[src/rtl/piec_pkg.sv]
// Shared constants for the interrupt, expanded control and strap register slice.
// Assumes a management serial frame with a 32-bit preamble and 5-bit addresses.
package piec_pkg;

   // Register addresses on the management interface.
   localparam logic [4:0] REG_STRAP = 5'h17;
   localparam logic [4:0] REG_XCTL = 5'h18;
   localparam logic [4:0] REG_EVT = 5'h1B;

   // Reset values of the writable registers.
   localparam logic [15:0] XCTL_RST = 16'h0801;
   localparam logic [7:0] EVT_EN_RST = 8'h00;
   localparam logic [7:0] EVT_FLAG_RST = 8'h00;
   localparam logic [15:0] RD_NONE = 16'h0000;

   // Field positions.
   localparam int EVT_EN_LSB = 8;
   localparam int EVT_FLAG_LSB = 0;
   localparam int EVT_NUM = 8;
   localparam int XCTL_ENERGY_OFF_BIT = 11;
   localparam int XCTL_RXLAT_BIT = 10;
   localparam int XCTL_PRE10_BIT = 6;
   localparam int STRAP_PHYAD_LSB = 13;
   localparam int STRAP_FILTER_BIT = 8;
   localparam int STRAP_RELAY_BIT = 7;
   localparam int STRAP_NAND_BIT = 5;
   localparam int STRAP_MII_BIT = 0;

   // Flag positions of the event sources.
   localparam int FLG_JABBER = 7;
   localparam int FLG_RX_ERROR = 6;
   localparam int FLG_PAGE_RX = 5;
   localparam int FLG_PD_FAULT = 4;
   localparam int FLG_LP_ACK = 3;
   localparam int FLG_LINK_DOWN = 2;
   localparam int FLG_REMOTE_FAULT = 1;
   localparam int FLG_LINK_UP = 0;

   // Management frame layout.
   localparam int PREAMBLE_LEN = 32;
   localparam logic [1:0] OP_READ = 2'b10;
   localparam logic [1:0] OP_WRITE = 2'b01;
   localparam logic [4:0] HDR_LAST = 5'h0C;
   localparam logic [4:0] TA_LAST = 5'h01;
   localparam logic [4:0] DATA_LAST = 5'h0F;
   localparam logic [4:0] DATA_END = 5'h10;
   localparam logic [4:0] CNT_ZERO = 5'h00;
   localparam logic [4:0] CNT_ONE = 5'h01;

   typedef enum logic [2:0] {
      S_PRE = 3'b000,
      S_HDR = 3'b001,
      S_TA = 3'b010,
      S_RD = 3'b011,
      S_WR = 3'b100
   } piec_ser_e;

endpackage : piec_pkg

[src/rtl/piec_mgmt_serial.sv]
// Management serial slave: decodes read and write frames into register strobes.
// Assumes mdc and mdio_i are already synchronous to core_clk and mdc is much slower.
`timescale 1ns/1ns
`default_nettype none
module piec_mgmt_serial import piec_pkg::*; #(
   parameter int unsigned PRE_ONES = PREAMBLE_LEN
) (
   // Clock and reset.
   input wire logic core_clk,
   input wire logic resetn,
   // Serial pins.
   input wire logic mdc,
   input wire logic mdio_i,
   output logic mdio_o,
   output logic mdio_oe,
   // Own address.
   input wire logic [4:0] phy_addr,
   // Register side.
   output logic [4:0] reg_addr,
   output logic rd_stb,
   input wire logic [15:0] rd_data,
   output logic wr_stb,
   output logic [15:0] wr_data
);

   if (PRE_ONES < 1 || PRE_ONES > 63) begin : g_bad_pre
      $error("PRE_ONES must lie between 1 and 63");
   end

   localparam logic [5:0] PRE_CNT = PRE_ONES[5:0];

   piec_ser_e state_q, state_d;
   logic mdc_q;
   logic [5:0] ones_q, ones_d;
   logic [4:0] cnt_q, cnt_d;
   logic [11:0] hdr_q, hdr_d;
   logic is_rd_q, is_rd_d;
   logic [15:0] sh_q, sh_d;
   logic [4:0] addr_q, addr_d;
   logic wr_stb_q, wr_stb_d;
   logic [15:0] wr_data_q, wr_data_d;
   logic o_q, o_d, oe_q, oe_d;

   wire rise = mdc & ~mdc_q;
   wire [12:0] hdr_full = {hdr_q, mdio_i};
   wire op_rd = hdr_full[11:10] == OP_READ;
   wire op_wr = hdr_full[11:10] == OP_WRITE;
   wire hdr_ok = hdr_full[12] & (hdr_full[9:5] == phy_addr) & (op_rd | op_wr);

   // The read strobe is combinational so the flags clear in the very cycle they are sampled.
   assign rd_stb = rise & (state_q == S_TA) & is_rd_q;
   assign reg_addr = addr_q;
   assign wr_stb = wr_stb_q;
   assign wr_data = wr_data_q;
   assign mdio_o = o_q;
   assign mdio_oe = oe_q;

   always_comb begin
      state_d = state_q;
      ones_d = ones_q;
      cnt_d = cnt_q;
      hdr_d = hdr_q;
      is_rd_d = is_rd_q;
      sh_d = sh_q;
      addr_d = addr_q;
      wr_stb_d = 1'b0;
      wr_data_d = wr_data_q;
      o_d = o_q;
      oe_d = oe_q;
      if (rise) begin
         case (state_q)
            S_PRE: begin
               if (mdio_i) begin
                  if (ones_q < PRE_CNT) ones_d = ones_q + 6'h01;
               end else begin
                  if (ones_q == PRE_CNT) begin
                     state_d = S_HDR;
                     cnt_d = CNT_ZERO;
                  end
                  ones_d = 6'h00;
               end
            end
            S_HDR: begin
               hdr_d = hdr_full[11:0];
               cnt_d = cnt_q + CNT_ONE;
               if (cnt_q == HDR_LAST) begin
                  // Frames for another address or with a bad start are ignored.
                  state_d = hdr_ok ? S_TA : S_PRE;
                  is_rd_d = op_rd;
                  addr_d = hdr_full[4:0];
                  cnt_d = CNT_ZERO;
               end
            end
            S_TA: begin
               if (is_rd_q) begin
                  sh_d = rd_data;
                  o_d = 1'b0;
                  oe_d = 1'b1;
                  state_d = S_RD;
                  cnt_d = CNT_ZERO;
               end else begin
                  cnt_d = cnt_q + CNT_ONE;
                  if (cnt_q == TA_LAST) begin
                     state_d = S_WR;
                     cnt_d = CNT_ZERO;
                  end
               end
            end
            S_RD: begin
               cnt_d = cnt_q + CNT_ONE;
               if (cnt_q == DATA_END) begin
                  o_d = 1'b0;
                  oe_d = 1'b0;
                  state_d = S_PRE;
               end else begin
                  o_d = sh_q[15];
                  sh_d = {sh_q[14:0], 1'b0};
               end
            end
            S_WR: begin
               sh_d = {sh_q[14:0], mdio_i};
               cnt_d = cnt_q + CNT_ONE;
               if (cnt_q == DATA_LAST) begin
                  wr_stb_d = 1'b1;
                  wr_data_d = {sh_q[14:0], mdio_i};
                  state_d = S_PRE;
               end
            end
            default: state_d = S_PRE;
         endcase
      end
   end

   always_ff @(posedge core_clk or negedge resetn) begin
      if (!resetn) begin
         state_q <= S_PRE;
         mdc_q <= 1'b0;
         ones_q <= 6'h00;
         cnt_q <= CNT_ZERO;
         hdr_q <= 12'h000;
         is_rd_q <= 1'b0;
         sh_q <= 16'h0000;
         addr_q <= 5'h00;
         wr_stb_q <= 1'b0;
         wr_data_q <= 16'h0000;
         o_q <= 1'b0;
         oe_q <= 1'b0;
      end else begin
         state_q <= state_d;
         mdc_q <= mdc;
         ones_q <= ones_d;
         cnt_q <= cnt_d;
         hdr_q <= hdr_d;
         is_rd_q <= is_rd_d;
         sh_q <= sh_d;
         addr_q <= addr_d;
         wr_stb_q <= wr_stb_d;
         wr_data_q <= wr_data_d;
         o_q <= o_d;
         oe_q <= oe_d;
      end
   end

endmodule : piec_mgmt_serial
`default_nettype wire

[src/rtl/piec_regs.sv]
// Interrupt enable and event flags, expanded control and strap status registers.
// Assumes event inputs are one-cycle or level pulses synchronous to core_clk.
//
// Notes on behaviour
// RULE_01: Eight event enables in bits 15 to 8, writable, all reset to zero.
// RULE_02: Jabber flag in bit 7, read-only, clears on read, resets to zero.
// RULE_03: Receive error flag in bit 6, read-only, clears on read, resets zero.
// RULE_04: Page received flag in bit 5, read-only, clears on read, resets zero.
// RULE_05: Parallel detect fault flag in bit 4, read-only, clears on read.
// RULE_06: Partner acknowledge flag in bit 3, read-only, clears on read.
// RULE_07: Link down flag in bit 2, read-only, clears on read, resets zero.
// RULE_08: Remote fault flag in bit 1, read-only, clears on read, resets zero.
// RULE_09: Link up flag in bit 0, read-only, clears on read, resets zero.
// RULE_10: Control bit 11 set disables energy detect power down; resets to one.
// RULE_11: Control bit 10 set gives variable receive latency; resets to zero.
// RULE_12: Software sets control bit 6 when in back-to-back relay mode at 10 Mb/s.
// RULE_13: Strap status bit 0 reads one when normal interface mode was strapped.
// RULE_14: Strap status bit 7 reads one when back-to-back relay mode was strapped.
// RULE_15: Interrupt output is high while any enabled event flag is set.
// RULE_16: Writes to flag bits are ignored; reserved writable bits keep reset values. Here a control write loads all 16 bits of the written word.
`timescale 1ns/1ns
`default_nettype none
module piec_regs import piec_pkg::*; (
   // Clock and reset.
   input wire logic core_clk,
   input wire logic resetn,
   // Management serial pins.
   input wire logic mdc,
   input wire logic mdio_i,
   output logic mdio_o,
   output logic mdio_oe,
   // Straps, caught once after reset release.
   input wire logic [2:0] strap_phy_addr,
   input wire logic strap_filter_off,
   input wire logic strap_back_to_back_relay_mode,
   input wire logic strap_nand_tree,
   input wire logic strap_mii_normal,
   // Event sources.
   input wire logic evt_jabber,
   input wire logic evt_rx_error,
   input wire logic evt_page_rx,
   input wire logic evt_pd_fault,
   input wire logic evt_lp_ack,
   input wire logic evt_link_down,
   input wire logic evt_remote_fault,
   input wire logic evt_link_up,
   // Outputs to the transceiver.
   output logic event_irq,
   output logic energy_detect_power_down_off,
   output logic rx_latency_variable,
   output logic preamble_10bt_enable
);

   function automatic logic reg_hit(input logic [4:0] a, input logic [4:0] r);
      reg_hit = (a == r);
   endfunction : reg_hit

   logic [4:0] reg_addr;
   logic rd_stb, wr_stb;
   logic [15:0] wr_data, rd_data, strap_word;
   logic [7:0] evt_en_q, evt_en_d, evt_flags_q, evt_flags_d;
   logic [15:0] xctl_q, xctl_d;
   logic strap_valid_q;
   logic [2:0] strap_phy_q;
   logic strap_filt_q, strap_relay_q, strap_nand_q, strap_mii_q;

   piec_mgmt_serial #(.PRE_ONES(PREAMBLE_LEN)) u_serial (
      .core_clk(core_clk),
      .resetn(resetn),
      .mdc(mdc),
      .mdio_i(mdio_i),
      .mdio_o(mdio_o),
      .mdio_oe(mdio_oe),
      .phy_addr({2'b00, strap_phy_q}),
      .reg_addr(reg_addr),
      .rd_stb(rd_stb),
      .rd_data(rd_data),
      .wr_stb(wr_stb),
      .wr_data(wr_data)
   );

   wire [7:0] evt_vec = {evt_jabber, evt_rx_error, evt_page_rx, evt_pd_fault,
                         evt_lp_ack, evt_link_down, evt_remote_fault, evt_link_up};
   wire evt_rd = rd_stb & reg_hit(reg_addr, REG_EVT);
   wire evt_wr = wr_stb & reg_hit(reg_addr, REG_EVT);
   wire xctl_wr = wr_stb & reg_hit(reg_addr, REG_XCTL);

   // A new event in the reading cycle survives, since it was not in the word returned.
   assign evt_flags_d = (evt_rd ? EVT_FLAG_RST : evt_flags_q) | evt_vec; // RULE_02 RULE_03 RULE_04 RULE_05 RULE_06 RULE_07 RULE_08 RULE_09
   assign evt_en_d = evt_wr ? wr_data[EVT_EN_LSB +: EVT_NUM] : evt_en_q; // RULE_01 RULE_16
   assign xctl_d = xctl_wr ? wr_data : xctl_q; // RULE_16

   assign event_irq = |(evt_flags_q & evt_en_q); // RULE_15
   assign energy_detect_power_down_off = xctl_q[XCTL_ENERGY_OFF_BIT]; // RULE_10
   assign rx_latency_variable = xctl_q[XCTL_RXLAT_BIT]; // RULE_11
   assign preamble_10bt_enable = xctl_q[XCTL_PRE10_BIT]; // RULE_12

   always_comb begin
      strap_word = RD_NONE;
      strap_word[STRAP_PHYAD_LSB +: 3] = strap_phy_q;
      strap_word[STRAP_FILTER_BIT] = strap_filt_q;
      strap_word[STRAP_RELAY_BIT] = strap_relay_q; // RULE_14
      strap_word[STRAP_NAND_BIT] = strap_nand_q;
      strap_word[STRAP_MII_BIT] = strap_mii_q; // RULE_13
   end

   // Registers outside this slice read as zero and ignore writes.
   assign rd_data = reg_hit(reg_addr, REG_EVT) ? {evt_en_q, evt_flags_q} :
                    reg_hit(reg_addr, REG_XCTL) ? xctl_q :
                    reg_hit(reg_addr, REG_STRAP) ? strap_word : RD_NONE;

   always_ff @(posedge core_clk or negedge resetn) begin
      if (!resetn) begin
         evt_en_q <= EVT_EN_RST;
         evt_flags_q <= EVT_FLAG_RST;
         xctl_q <= XCTL_RST;
      end else begin
         evt_en_q <= evt_en_d;
         evt_flags_q <= evt_flags_d;
         xctl_q <= xctl_d;
      end
   end

   // Straps are sampled on the first edge after release, never by the reset itself.
   always_ff @(posedge core_clk or negedge resetn) begin
      if (!resetn) begin
         strap_valid_q <= 1'b0;
         strap_phy_q <= 3'h0;
         strap_filt_q <= 1'b0;
         strap_relay_q <= 1'b0;
         strap_nand_q <= 1'b0;
         strap_mii_q <= 1'b0;
      end else if (!strap_valid_q) begin
         strap_valid_q <= 1'b1;
         strap_phy_q <= strap_phy_addr;
         strap_filt_q <= strap_filter_off;
         strap_relay_q <= strap_back_to_back_relay_mode;
         strap_nand_q <= strap_nand_tree;
         strap_mii_q <= strap_mii_normal;
      end
   end
endmodule : piec_regs
`default_nettype wire

[config.mk]
export PLATFORM = sky130hd
export DESIGN_NAME = piec_regs
export DESIGN_NICKNAME = d
export VERILOG_FILES = /design/src/rtl/piec_pkg.sv /design/src/rtl/piec_mgmt_serial.sv /design/src/rtl/piec_regs.sv
export SDC_FILE = /design/constraint.sdc
export NUM_CORES = 1
export LEC_CHECK = 0
export ABC_AREA = 1
export BUFFER_PORTS_ARGS = -buffer_cell sky130_fd_sc_hd__buf_2
export CORE_AREA = 10 10 103 105
export CTS_BUF_LIST = sky130_fd_sc_hd__clkbuf_8
export CTS_CLUSTER_DIAMETER = 60
export DETAILED_ROUTE_END_ITERATION = 7
export DIE_AREA = 0 0 113 115
export PLACE_DENSITY = 0.93
export RECOVER_POWER = 100
export REMOVE_ABC_BUFFERS = 1
export SLEW_MARGIN = 0
export SYNTH_ARGS = -nofsm -noshare
export SYNTH_HDL_FRONTEND = slang
export SYNTH_HIERARCHICAL = 1
export SYNTH_SLANG_ARGS = --single-unit
[constraint.sdc]
create_clock -name core_clk -period 2 [get_ports core_clk]
set_input_delay 0.3 -clock core_clk [delete_from_list [all_inputs] [get_ports core_clk]]
set_output_delay 0.3 -clock core_clk [all_outputs]
set_load 0.03 [all_outputs]
# Word level (Yosys, flattened, before mapping)
# Index checks and enable logic that the tools add are counted.
[totals] output_inout_bits=6 elab_cells=108 reg_bits=108 input_bits=19
[op_classes] addsub=2 muxes=33 eq_ne=24 n_bitwise=12 order_cmp=1 reduce_logical=15
[op_table] cell="16-bit 2-to-1 mux" n=5
[op_table] cell="16-bit case mux with 3 select lines" n=1
[op_table] cell="5-bit 2-to-1 mux" n=5
[op_table] cell="3-bit 2-to-1 mux" n=7
[op_table] cell="5-bit == test (second input constant)" n=4
[op_table] cell="5-bit case mux with 4 select lines" n=1
[op_table] cell="3-bit case mux with 5 select lines" n=1
[op_table] cell="6-bit 2-to-1 mux" n=2
[op_table] cell="2-bit by 1-bit inequality test with 1-bit output (second input constant)" n=6
[op_table] cell="3-bit AND reduction" n=4
[op_table] cell="4-bit AND reduction" n=3
[op_table] cell="5-bit by 4-bit == test with 1-bit output (second input constant)" n=2
[op_table] cell="1-bit AND" n=8
[op_table] cell="8-bit AND" n=1
[op_table] cell="8-bit 2-to-1 mux" n=1
[op_table] cell="8-bit bitwise OR" n=1
[op_table] cell="8-bit OR reduction" n=1
[op_table] cell="1-bit 2-to-1 mux" n=7
[op_table] cell="7-bit AND reduction" n=1
[op_table] cell="6-bit by 1-bit adder with 6-bit output (second input constant)" n=1
[op_table] cell="3-bit by 2-bit == test with 1-bit output (second input constant)" n=2
[op_table] cell="6-bit == test (second input constant)" n=1
[op_table] cell="6-bit less-than comparator (second input constant)" n=1
[op_table] cell="5-bit by 1-bit adder with 5-bit output (second input constant)" n=1
[op_table] cell="other kinds (18)" n=20

# Longest topological paths before layout
# Gate-level depths: netlist of run 1.
[depth] depth_word=7 mapped_depth=11 mapped_depth_nobuf=11

# Modules after synthesis
# Netlist of run 1, hierarchy kept.
[modules_own_cells] module="piec_mgmt_serial" n_inst=1 area_each_um2=3414.5 seq_area_each_um2=1701.6 cells_each=439
[modules_own_cells] module="piec_regs" n_inst=1 area_each_um2=1994.4 seq_area_each_um2=1003.5 cells_each=240

# Worst setup path before layout of run 1
# No wires, ideal clock.
[synth_path] path_type="reg-to-reg" startpoint="register u_serial.cnt_q[0]" endpoint="register u_serial.wr_data_q[13] (netlist: u_serial/wr_data[13])" setup_slack_ps=456 setup_time_ps=126 t_required_ps=1874 stages_incl_launch_ff=8 arrival_ps=1418 synth_period_minus_slack_ps=1544 n_path_buf=1 cell_sequence="dfrtp_1 ha_1 and3_1 ha_1 inv_1 nor3_4 buf_2 o21ai_0"
[synth_via] elab_chain_len=2
[synth_rtl] element="start, declared" line_no="piec_mgmt_serial.sv:35" rtl="logic [4:0] cnt_q, cnt_d;"
[synth_rtl] element="start signal, assigned" line_no="piec_mgmt_serial.sv:152" rtl="cnt_q <= cnt_d;"
[synth_rtl] element="5-bit by 4-bit == test with 1-bit output" line_no="piec_mgmt_serial.sv:123" rtl="if (cnt_q == DATA_LAST) begin"
[synth_rtl] element="3-bit AND reduction (no source line)"
[synth_rtl] element="end signal, assigned" line_no="piec_mgmt_serial.sv:158" rtl="wr_data_q <= wr_data_d;"
[synth_rtl] element="end, declared" line_no="piec_mgmt_serial.sv:41" rtl="logic [15:0] wr_data_q, wr_data_d;"
# Every way passes these cells.
# A chain may end at the register's enable or synchronous reset.

# Worst setup path in the final report of run 1
[layout_path] startpoint="register u_serial.cnt_q[0]" endpoint="register u_serial.wr_data_q[0] (netlist: u_serial/wr_data[0])"
# The elaborated chain is that of the path after synthesis.

==> results of run 1 <==
[worst max path at each step]
stage / to / slack (ns) / cells after the start
floorplan: u_serial/wr_data[13] / 0.16 / 6
global route: u_serial/wr_data[15] / 0.05 / 8
finish: u_serial/wr_data[0] / 0.16 / 8
global placement: u_serial/sh_q[0] / 0.34 / 10
CTS: u_serial/sh_q[11] / 0.25 / 10
detailed placement: u_serial/sh_q[11] / 0.27 / 10
[metal layers]
layer,GRT usage (%),vias to the layer above,wire [um]
met5,0,-,0
met4,6.35,0,245
met3,3.85,28,751
met2,32.6,182,5840
met1,21.5,2193,4950
li1,-,2207,-
[through the flow]
step,utilization [%],hold WS [ns],cells,total power [W]
finish,67.6,0.0741,815,0.00436
global route,67.6,0.0752,815,0.00458
CTS,68.3,0.0618,815,0.00440
detailed placement,65.9,0.276,798,0.00308
global placement,65.9,0.272,798,0.00302
floorplan,-,0.00441,655,0.00286
[sequential cells by signal, indices dropped and copies added, names as in the netlist, 3 cells and up]
name               flops
evt_en_q               8
u_serial/wr_data      16
u_serial/ones_q        6
strap_phy_q            3
u_serial/reg_addr      5
u_serial/hdr_q        12
evt_flags_q            8
u_serial/sh_q         16
u_serial/state_q       3
u_serial/cnt_q         5
xctl_q                16
[logic make-up (layout without fill, tap and decap cells)]
kind of cell / Yosys count / in the layout / share of synthesized area [%]
muxes: 7 / 7 / 1.46
xor gates and xnor gates: 2 / 2 / 0.324
and+or+nand+nor: 412 / 412 / 33.9
buffers and inverters: 94 / 119 / 7.96
AOI/OAI and AO/OA: 47 / 47 / 4.60
adders and majority gates: 7 / 7 / 1.62
DFF: 108 / 108 / 50.0
other: 2 / 5 / 0.139
[power groups by stage]
stage	clock network [W]	registers, W	logic (W)
floorplan	0	0.00248	0.000382
global placement	0	0.00249	0.000531
detailed placement	0	0.00251	0.000570
CTS	0.00136	0.00247	0.000574
global route	0.00145	0.00249	0.000643
finish	0.00133	0.00247	0.000553
[synthesized netlist by cell type (all sizes together)]
| cell | number | area, sq um |
|---|---|---|
| nor3 | 4 | 31.3 |
| mux2 | 7 | 78.8 |
| ha | 7 | 87.6 |
| dfstp | 2 | 52.6 |
| a21oi | 8 | 51.3 |
| conb | 2 | 7.51 |
| o21ai | 38 | 190 |
| nand3 | 86 | 440 |
| dfrtp | 106 | 2650 |
| nand2 | 257 | 985 |
| and3 | 2 | 12.5 |
| inv | 66 | 248 |
| o21bai | 1 | 7.51 |
| nand3b | 2 | 15.0 |
| clkinv | 1 | 3.75 |
| nor2 | 34 | 180 |
| nand4 | 27 | 169 |
| clkbuf | 2 | 7.51 |
| xor2 | 2 | 17.5 |
| buf | 25 | 171 |
[cell type report]
type,instances,area share [%]
Tap cell,108,2.34
Clock inverter,5,0.887
Multi-Input combinational cell,480,39.1
Inverter,67,4.35
Sequential cell,108,46.8
Clock buffer,11,2.62
Timing Repair Buffer,36,3.87
[critical path: stages (launching register included)]
cell and delay (ns):
sky130_fd_sc_hd__dfrtp_1 0.44, sky130_fd_sc_hd__ha_1 0.23, sky130_fd_sc_hd__and3_1 0.17, sky130_fd_sc_hd__ha_1 0.13, sky130_fd_sc_hd__inv_1 0.06, sky130_fd_sc_hd__nor3_1 0.33, sky130_fd_sc_hd__buf_12 0.23, sky130_fd_sc_hd__nor2_1 0.06
sky130_fd_sc_hd__a21oi_1 0.12
==> summary.log, run 1 <==
INFO  run_status     status=finished, final reports clean
INFO  setup_path     critical_path_peak_fanout=33
INFO  cts            cts-root-to-sink-buffers=2
INFO  placed_design  buffer_ports.inserted=24
INFO  global_route   antenna_found_initial=0
INFO  run            timing.max_cap.violations=0
INFO  sta            clock_skew=0.0121ns
INFO  cts            cts_htree_levels=3
INFO  detailed_routing dr.pass1.iters=8
INFO  floorplan      core.rowCount=34
INFO  power          combPwrFrac=12.7%
INFO  cells_and_area antenna_cells_inserted=0
INFO  setup_path     worst-endpoint-required=2.29ns
INFO  yosys          synth.distinct_cells=32
INFO  detailed_routing antenna_left=0
INFO  setup_path     critical_path_class=flop to flop
INFO  cts            cts_tree=yes
INFO  sta            fmaxAchievable=542MHz
INFO  sta            worst_slew_pin_slew=0.784ns
INFO  setup_path     reg2reg_slack=0.16ns
INFO  sta            timing.final.crit_period=1.84ns
INFO  cells_and_area most-common-layout-cells=sky130_fd_sc_hd__nand2_1 (253), sky130_fd_sc_hd__dfrtp_1 (106), sky130_fd_sc_hd__nand3_1 (84)
INFO  global_route   first_global_vias=4472
INFO  power          power.net_switching=0.00120W
INFO  cells_and_area post_route_cells_drive_above_1_share=9.62%
INFO  power          power.clock.fraction=30.6%
INFO  cells_and_area finalInstanceArea=5780squm
INFO  cells_and_area syn2layout_area_growth=6.89%
INFO  power          internal-power=0.00316W
INFO  cells_and_area nNetsFinal=728
INFO  yosys          synthesized_area_per_cell=7.97squm
INFO  sta            timing.final.max_slew_violations=0
INFO  worst_hold_path worstHoldStart=mdc
INFO  sta            rsz0062_at_grt=no
INFO  cts            cts_inserted_buffers=9
INFO  power          sw_frac_of_total=27.6%
INFO  sta            setup_total_negative_slack=0ns
INFO  cts            worstSkewPairLatency=0.37ns
INFO  cts            number_of_sinks_on_the_clock_net=108
INFO  setup_path     timing.rr.end=u_serial/wr_data[0]
INFO  setup_path     critPathCaptureType=flop
INFO  floorplan      io-pin-count=25
INFO  worst_hold_path min_path_cells=1
INFO  floorplan      fp.coreArea=8550squm
INFO  placed_design  routability_cong=0.956
INFO  cts            clk_pin_slew_worst_paths=0.09ns
INFO  sta            number_of_hold_slack_violations_in_the_final_timing_report=0
INFO  detailed_routing routed_wire_length_per_instance=14.5um
INFO  floorplan      die_height=115um
INFO  setup_path     worst-endpoint-arrival=2.13ns
INFO  yosys          syn-cell-area=5410squm
INFO  placed_design  place_area=5630squm
INFO  power          power.density=754nW/um^2
INFO  worst_hold_path worstHoldEndpoint=u_serial/mdc_q
INFO  power          cellLeakagePower=3.03nW
INFO  cells_and_area multi_input_area=2260squm
INFO  yosys          yosysSeqAreaShare=50.0%
INFO  cells_and_area mostFrequentLayoutCell=sky130_fd_sc_hd__nand2_1
INFO  detailed_routing detail_route.wirelength=11800um
INFO  sta            layout_setup_ws=0.156ns
INFO  cts            hold_buffers=1
INFO  setup_path     start_kind=flop
INFO  setup_path     worst_r2r_path_depth=8
INFO  sta            setup_viol_count_final=0
INFO  yosys          yosysWarnings=6
INFO  sta            slew_headroom=47.8%
INFO  power          share_seq_of_total_power=56.7%
INFO  detailed_routing dr_total_vias=4610
INFO  detailed_routing drtIter0Drc=488
INFO  yosys          number_of_instances_in_the_synthesized_netlist=679
INFO  yosys          synth_seq_cells=108
INFO  placed_design  hpwlAfterDp=8280um
INFO  power          vdd_drop_max=0.550mV
INFO  worst_hold_path hold_path_class=input pin to flop
INFO  global_route   wire_length_of_the_first_global_routing_pass=20000um
INFO  detailed_routing detail_route.vias_per_cell=5.66
INFO  detailed_routing remaining_drc_errors=0
INFO  cells_and_area layout.area.seq=2710squm
INFO  placed_design  dpl_worst_slack=0.272ns
INFO  floorplan      die_width=113um
INFO  floorplan      start_util=63.3%
INFO  cts            post_cts_resize_count=0
INFO  floorplan      die-area=13000squm
INFO  cells_and_area layout.filler_cells=655
INFO  cts            postCtsSetupRepairBufs=0
INFO  setup_path     regToRegStartpoint=u_serial/cnt_q[0]
INFO  global_route   grt_start_max_net_pins=40
INFO  cts            clock_tree.root_cell=sky130_fd_sc_hd__clkbuf_8
INFO  global_route   grtUsageTotal=18.3%
INFO  setup_path     critPathLaunch=u_serial/cnt_q[0]
INFO  global_route   grt_overflow=0
INFO  sta            period_share=92.2%
Power figures use the tool's default switching activity.
==> run 2, diff against run 1 <==
--- a/config.mk
+++ b/config.mk
@@ -7,16 +7,14 @@
 export LEC_CHECK = 0
 export ABC_AREA = 1
 export BUFFER_PORTS_ARGS = -buffer_cell sky130_fd_sc_hd__buf_2
-export CORE_AREA = 10 10 103 105
+export CORE_AREA = 10 10 102 104
 export CTS_BUF_LIST = sky130_fd_sc_hd__clkbuf_8
-export CTS_CLUSTER_DIAMETER = 60
 export DETAILED_ROUTE_END_ITERATION = 7
-export DIE_AREA = 0 0 113 115
-export PLACE_DENSITY = 0.93
+export DIE_AREA = 0 0 112 114
+export PLACE_DENSITY = 0.92
 export RECOVER_POWER = 100
 export REMOVE_ABC_BUFFERS = 1
 export SLEW_MARGIN = 0
 export SYNTH_ARGS = -nofsm -noshare
 export SYNTH_HDL_FRONTEND = slang
-export SYNTH_HIERARCHICAL = 1
 export SYNTH_SLANG_ARGS = --single-unit
==> run 2 against run 1 <==
Net effect:
- non-clock buffer count fell by 3
- largest power group unchanged
- core utilization down 0.86 points
- combinational power grew 24%
- largest cell class unchanged
- via count down 4.5%
- clock skew up 0.0058 ns
- first-iteration DRC count fell by 28%
- sequential cell count unchanged
- synthesized cell count is 4.1% lower
==> summary.log, run 2 <==
INFO  run_status     status=finished, final reports clean
INFO  yosys          synth-xor-area-share=0%
INFO  global_route   grtUsageTotal=17.8%
INFO  sta            clock_skew=0.0179ns
INFO  sta            timing.final.max_slew_violations=0
INFO  cells_and_area post_route_cells_drive_above_1_share=10.4%
INFO  detailed_routing detail_route.vias_per_cell=5.57
INFO  yosys          synthesized_area_per_cell=8.05squm
INFO  cells_and_area antenna_cells_inserted=0
INFO  placed_design  buffer_ports.inserted=24
INFO  placed_design  dp.cells=773
INFO  floorplan      start_util=61.9%
INFO  detailed_routing dr_total_vias=4401
INFO  sta            period_share=94.4%
INFO  worst_hold_path min_path_cells=1
INFO  yosys          synth.top_cells.by_count=sky130_fd_sc_hd__nand2_1 (208), sky130_fd_sc_hd__dfrtp_1 (106), sky130_fd_sc_hd__inv_1 (82), sky130_fd_sc_hd__nand3_1 (82), sky130_fd_sc_hd__o21ai_0 (51)
INFO  setup_path     critical-path-top-delay-family=compound AO/OA/AOI/OAI gates
INFO  floorplan      die-area=12800squm
INFO  placed_design  hpwlAfterDp=7960um
INFO  setup_path     timing.rr.end=u_serial.sh_q[12]
INFO  yosys          synth_top_area_share=50.6%
INFO  run            timing.max_cap.violations=0
INFO  yosys          postSynth.asyncResetShare=100%
INFO  cts            cts_htree_levels=3
INFO  power          combPwrFrac=15.2%
INFO  setup_path     worst-endpoint-arrival=1.59ns
INFO  floorplan      fp.coreArea=8470squm
INFO  setup_path     start_kind=flop
INFO  yosys          most_repeated_cell_in_the_gate_level_netlist_after_synthesis=sky130_fd_sc_hd__nand2_1
INFO  power          power.density=797nW/um^2
INFO  detailed_routing routed_wire_length_per_instance=14.3um
INFO  setup_path     critical_path_peak_fanout=2
INFO  placed_design  place_area=5490squm
INFO  placed_design  routability_cong=0.941
INFO  setup_path     cp.buffers_inverters=2
INFO  yosys          yosys.area_share.adder=1.67%
INFO  sta            setup_total_negative_slack=0ns
INFO  worst_hold_path worstHoldEndpoint=u_serial.mdc_q
INFO  cts            number_of_sinks_on_the_clock_net=108
INFO  setup_path     reg2reg_slack=0.12ns
INFO  power          share_seq_of_total_power=55.8%
INFO  sta            slew_headroom=12.2%
INFO  cts            cts_tree=yes
INFO  worst_hold_path worstHoldStart=mdc
INFO  setup_path     worst-endpoint-required=1.70ns
INFO  yosys          synth_edf_count=0
INFO  global_route   antenna_found_initial=0
INFO  cells_and_area multi_input_area=2100squm
INFO  cts            worstSkewPairLatency=0.38ns
INFO  cells_and_area finalInstanceArea=5650squm
INFO  setup_path     worst_r2r_path_depth=12
INFO  cells_and_area layout.cells.non_filler=790
INFO  yosys          synth-compound-area-share=7.83%
INFO  global_route   grt_overflow=0
INFO  sta            fmaxAchievable=529MHz
INFO  sta            timing.final.crit_period=1.89ns
INFO  floorplan      io-pin-count=25
INFO  cts            cts-root-to-sink-buffers=2
INFO  setup_path     critical_path_class=flop to output pin
INFO  detailed_routing detail_route.wirelength=11300um
INFO  cells_and_area mostFrequentLayoutCell=sky130_fd_sc_hd__nand2_1
INFO  floorplan      die_height=114um
INFO  yosys          synth_seq_cells=108
INFO  sta            rsz0062_at_grt=no
INFO  setup_path     worst_path_largest_cell_delay=0.41ns
INFO  setup_path     timing.critical_path.cells=inv_1 -> o21ai_0 -> a221oi_1 -> nand2_1 -> buf_2
INFO  power          cellLeakagePower=2.97nW
INFO  cells_and_area syn2layout_area_growth=7.80%
INFO  sta            worst_slew_pin_slew=1.32ns
INFO  cells_and_area most-common-layout-cells=sky130_fd_sc_hd__nand2_1 (210), sky130_fd_sc_hd__dfrtp_1 (106), sky130_fd_sc_hd__inv_1 (83), sky130_fd_sc_hd__nand3_1 (83), sky130_fd_sc_hd__o21ai_0 (53)
INFO  setup_path     regToRegStartpoint=u_serial.cnt_q[0]
INFO  cells_and_area nNetsFinal=703
INFO  yosys          number_of_instances_in_the_synthesized_netlist=651
INFO  detailed_routing antenna_left=0
INFO  power          sw_frac_of_total=31.0%
INFO  floorplan      die_width=112um
INFO  yosys          synth_top_family_by_area=simple AND/OR/NAND/NOR gates
INFO  detailed_routing dr.pass1.iters=7
INFO  power          power.net_switching=0.00140W
INFO  yosys          yosysSeqAreaShare=51.6%
INFO  yosys          synth.area.mux_share=2.58%
INFO  global_route   first_global_vias=4204
INFO  cts            cts_inserted_buffers=9
INFO  setup_path     critPathCaptureType=output pin
INFO  power          vdd_drop_max=0.514mV
INFO  cells_and_area layout.filler_cells=651
INFO  yosys          synth_top_flop_cell=sky130_fd_sc_hd__dfrtp_1
INFO  power          power.clock.fraction=29.1%
INFO  yosys          syn-cell-area=5240squm
INFO  yosys          synth.distinct_cells=31
INFO  cts            clock_tree.root_cell=sky130_fd_sc_hd__clkbuf_8
INFO  sta            number_of_hold_slack_violations_in_the_final_timing_report=0
INFO  global_route   wire_length_of_the_first_global_routing_pass=19200um
INFO  floorplan      core.rowCount=34
INFO  yosys          post_synth_main_area_contributors=sky130_fd_sc_hd__dfrtp_1 (51%), sky130_fd_sc_hd__nand2_1 (15%), sky130_fd_sc_hd__nand3_1 (7.8%)
INFO  yosys          yosys.area_share.simple=28.1%
INFO  yosys          yosysWarnings=0
INFO  global_route   grt_start_max_net_pins=109
INFO  setup_path     cp_slowest_cell=sky130_fd_sc_hd__dfrtp_1
INFO  sta            setup_viol_count_final=0
INFO  power          internal-power=0.00311W
INFO  worst_hold_path hold_path_class=input pin to flop
INFO  detailed_routing remaining_drc_errors=0
INFO  cts            clk_pin_slew_worst_paths=0.10ns
INFO  cells_and_area layout.area.seq=2710squm
INFO  detailed_routing drtIter0Drc=353
INFO  yosys          synthDominantAreaCellType=sky130_fd_sc_hd__dfrtp_1
[run 2: changes by cell type in the layout (fill, tap and decap cells not counted), moves of 3 or more]
cell / delta
sky130_fd_sc_hd__nor2_4: -4
sky130_fd_sc_hd__mux2_2: +4
sky130_fd_sc_hd__nand2_1: -43
sky130_fd_sc_hd__conb_1: -4
sky130_fd_sc_hd__nand4_1: -22
sky130_fd_sc_hd__nor2_1: +3
sky130_fd_sc_hd__o21bai_1: +7
sky130_fd_sc_hd__inv_1: +18
sky130_fd_sc_hd__o21ai_0: +18
sky130_fd_sc_hd__nand2_2: +3
[run 2: area by class of cell]
class | count | share of cell area [%]
Clock buffer | 10 | 2.44
Tap cell | 108 | 2.39
Timing Repair Buffer | 33 | 3.32
Sequential cell | 108 | 47.9
Multi-Input combinational cell | 437 | 37.1
Clock inverter | 6 | 0.974
Inverter | 88 | 5.89
[run 2: per-layer routing]
layer  vias up  global-route usage (%)  wire, um
met4         0                    7.19       316
met5         -                       0         0
li1       2113                       -         -
met3        35                    4.15       726
met2       168                    30.2      5620
met1      2085                    21.4      4650
[run 2: power by group through the flow]
stage	logic (W)	registers, W	clock network [W]
2_1_floorplan	0.000481	0.00252	0
3_3_place_gp	0.000640	0.00254	0
3_5_place_dp	0.000681	0.00255	0
4_1_cts	0.000693	0.00251	0.00133
5_1_grt	0.000799	0.00253	0.00141
6_report	0.000683	0.00251	0.00131
[run 2: repair_timing]
item | CTS | global route
resized for setup | 0 | 0
buffers inserted | 0 | 0
hold buffers | 1 | 0
endpoints found under the hold margin | 1 | 0
[run 2: worst max-delay path by stage]
stage,start,endpoint,slack [ns],cells past startpoint
6_report,evt_en_q[6],event_irq,0.11,5
5_1_grt,u_serial.cnt_q[0],u_serial.sh_q[10],0.005,12
4_1_cts,evt_en_q[6],event_irq,0.13,5
3_5_place_dp,u_serial.cnt_q[0],u_serial.sh_q[12],0.19,12
3_3_place_gp,u_serial.cnt_q[0],u_serial.sh_q[1],0.32,12
2_1_floorplan,u_serial.state_q[2],u_serial.is_rd_q,0.04,6
[run 2: cells by family after synthesis]
kind of cell / count (synthesis)
other cells: 1
compound gates: 75
buf+inv: 106
simple gates: 342
mux: 12
fa+ha+maj: 7
flops: 108
[run 2: per-stage QoR]
stage	utilization, %	hold slack [ns]	setup slack (ns)	power (W)
floorplan	-	0.00441	0.0361	0.00300
global placement	64.8	0.415	0.318	0.00318
detailed placement	64.8	0.418	0.192	0.00323
CTS	67.2	0.0350	0.127	0.00453
global route	66.8	0.0434	0.00477	0.00475
finish	66.8	0.0533	0.111	0.00451
==> run 3, diff against run 2 <==
--- a/config.mk
+++ b/config.mk
@@ -7,11 +7,11 @@
 export LEC_CHECK = 0
 export ABC_AREA = 1
 export BUFFER_PORTS_ARGS = -buffer_cell sky130_fd_sc_hd__buf_2
-export CORE_AREA = 10 10 102 104
+export CORE_AREA = 10 10 101 103
 export CTS_BUF_LIST = sky130_fd_sc_hd__clkbuf_8
 export DETAILED_ROUTE_END_ITERATION = 7
-export DIE_AREA = 0 0 112 114
-export PLACE_DENSITY = 0.92
+export DIE_AREA = 0 0 111 113
+export PLACE_DENSITY = 0.94
 export RECOVER_POWER = 100
 export REMOVE_ABC_BUFFERS = 1
 export SLEW_MARGIN = 0
==> constraint.sdc (replaced) <==
create_clock -name core_clk -period 2.4 [get_ports core_clk]
set_input_delay 0.36 -clock core_clk [delete_from_list [all_inputs] [get_ports core_clk]]
set_output_delay 0.36 -clock core_clk [all_outputs]
set_load 0.03 [all_outputs]
==> run 3 against run 2 <==
Net effect:
- combinational power down 16%
- first-iteration DRC count decreased by 22%
- worst hold slack better by 0.063 ns
- global-route usage grew 1.8 points
- die area is 1.8% lower
- worst setup slack gained 0.26 ns
- critical path type is now flop to flop
- largest cell class unchanged
==> summary.log, run 3 (synthesis gave the netlist of run 2 again) <==
INFO  cells_and_area final_cell_utilization_of_the_core=69.1%
INFO  sta            timing.final.crit_period=2.03ns
INFO  sta            number_of_hold_slack_violations_in_the_final_timing_report=0
INFO  cts            post_cts_resize_count=0
INFO  cts            clk_pin_slew_worst_paths=0.09ns
INFO  cts            clock_tree.root_cell=sky130_fd_sc_hd__clkbuf_8
INFO  setup_path     worst_r2r_path_depth=6
INFO  setup_path     worst-endpoint-arrival=2.26ns
INFO  cts            hold_buffers=0
INFO  setup_path     regToRegStartpoint=u_serial.state_q[2]
INFO  cts            number_of_sinks_on_the_clock_net=108
INFO  detailed_routing dr.pass1.iters=5
INFO  setup_path     timing.critical_path.cells=inv_1 -> nand3_1 -> inv_1 -> nand3_1 -> nor2_1 -> o21bai_1
INFO  detailed_routing routed_wire_length_per_instance=15.0um
INFO  global_route   grt_overflow=0
INFO  detailed_routing remaining_drc_errors=0
INFO  floorplan      fp.coreArea=8130squm
INFO  floorplan      die_width=111um
INFO  floorplan      die_height=113um
INFO  power          power.net_switching=0.00113W
INFO  detailed_routing detail_route.vias_per_cell=5.67
INFO  sta            setup_total_negative_slack=0ns
INFO  sta            setup_viol_count_final=0
INFO  setup_path     worst-endpoint-required=2.63ns
INFO  sta            rsz0062_at_grt=no
INFO  cells_and_area post_route_cells_drive_above_1_share=9.59%
INFO  cts            cts_inserted_buffers=9
INFO  detailed_routing drtIter0Drc=274
INFO  placed_design  hpwlAfterDp=8250um
INFO  sta            worst_slew_pin_slew=1.26ns
INFO  global_route   first_global_vias=4502
INFO  global_route   wire_length_of_the_first_global_routing_pass=20700um
INFO  cells_and_area antenna_cells_inserted=0
INFO  floorplan      core.rowCount=33
INFO  cts            postCtsSetupRepairBufs=0
INFO  placed_design  routability_cong=0.911
INFO  sta            slew_headroom=16.1%
INFO  setup_path     worst_path_largest_cell_delay=0.56ns
INFO  power          combPwrFrac=14.8%
INFO  global_route   grtUsageTotal=19.6%
INFO  power          internal-power=0.00275W
INFO  setup_path     critical_path_peak_fanout=8
INFO  worst_hold_path worstHoldStart=mdc
INFO  setup_path     critical_path_class=flop to flop
INFO  global_route   antenna_found_initial=0
INFO  cts            cts-root-to-sink-buffers=2
INFO  detailed_routing dr_total_vias=4443
INFO  worst_hold_path hold_path_class=input pin to flop
INFO  cells_and_area nNetsFinal=700
INFO  setup_path     reg2reg_slack=0.37ns
INFO  cts            cts_tree=yes
INFO  floorplan      io-pin-count=25
INFO  sta            clock_skew=0.0101ns
INFO  sta            layout_setup_ws=0.368ns
INFO  setup_path     critPathCaptureType=flop
INFO  power          vdd_drop_max=0.480mV
INFO  detailed_routing detail_route.wirelength=11800um
INFO  placed_design  dpl_worst_slack=0.540ns
INFO  sta            fmaxAchievable=492MHz
INFO  setup_path     timing.rr.end=evt_flags_q[2]
INFO  cells_and_area syn2layout_area_growth=7.18%
INFO  run            timing.max_cap.violations=0
INFO  power          share_seq_of_total_power=54.2%
INFO  worst_hold_path min_path_cells=1
INFO  power          sw_frac_of_total=29.1%
INFO  sta            timing.final.max_slew_violations=0
INFO  floorplan      die-area=12500squm
INFO  setup_path     cp_slowest_cell=sky130_fd_sc_hd__nor2_1
INFO  setup_path     start_kind=flop
INFO  floorplan      start_util=64.5%
INFO  power          cellLeakagePower=2.95nW
INFO  placed_design  buffer_ports.inserted=24
INFO  cells_and_area most-common-layout-cells=sky130_fd_sc_hd__nand2_1 (210), sky130_fd_sc_hd__dfrtp_1 (106), sky130_fd_sc_hd__inv_1 (85)
INFO  run_status     status=finished, final reports clean
INFO  global_route   grt_start_max_net_pins=52
INFO  cts            worstSkewPairLatency=0.38ns
INFO  cells_and_area layout.filler_cells=572
INFO  power          power.density=690nW/um^2
INFO  cts            cts_htree_levels=3
INFO  sta            period_share=84.7%
INFO  worst_hold_path worstHoldEndpoint=u_serial.mdc_q
INFO  power          power.clock.fraction=31.0%
INFO  detailed_routing antenna_left=0
INFO  cells_and_area mostFrequentLayoutCell=sky130_fd_sc_hd__nand2_1
==> run 3: layer usage <==
layer	track usage, %	vias to the layer above	wire (um)
li1	-	2103	-
met1	22.3	2109	4670
met2	34.2	191	5920
met3	4.97	40	815
met4	8.25	0	350
met5	0	-	0
==> run 3: cell type report <==
type,instances,area [sq um],area share (%)
sequential,108,2710,48.1
clock buffer,9,124,2.20
inverter,88,333,5.92
multi-input combinational,437,2090,37.3
clock inverter,6,88.8,1.58
tap,105,131,2.34
timing repair buffer,30,144,2.56
==> run 3: worst max path at each step <==
stage	from	to	slack (ns)
floorplan	u_serial.state_q[2]	u_serial.is_rd_q	0.44
global placement	u_serial.cnt_q[0]	u_serial.sh_q[5]	0.61
detailed placement	u_serial.cnt_q[0]	u_serial.wr_data[11]	0.54
CTS	u_serial.cnt_q[0]	u_serial.wr_data[11]	0.47
global route	u_serial.cnt_q[0]	u_serial.wr_data[11]	0.14
finish	u_serial.state_q[2]	evt_flags_q[2]	0.37
==> run 3: per-stage QoR <==
stage	total power, W	std cells	area (sq um)	hold slack [ns]
floorplan	0.00250	633	5150	0.0644
global route	0.00409	783	5620	0.105
global placement	0.00266	768	5460	0.432
CTS	0.00390	783	5670	0.0296
detailed placement	0.00271	768	5460	0.442
finish	0.00388	783	5620	0.116
==> run 3: power by group through the flow <==
stage	Combinational (W)	Clock (W)	Sequential, W
detailed placement	0.000583	0	0.00213
global route	0.000665	0.00130	0.00212
global placement	0.000543	0	0.00212
CTS	0.000586	0.00122	0.00210
finish	0.000573	0.00120	0.00210
floorplan	0.000401	0	0.00210
==> run 3: critical path: cells and delay by family, from the launching register on <==
family,cells,cell delay (ns)
AND/OR/NAND/NOR,3,0.89
buffers and inverters,2,0.38
flip-flops,1,0.45
AO/OA/AOI/OAI,1,0.17
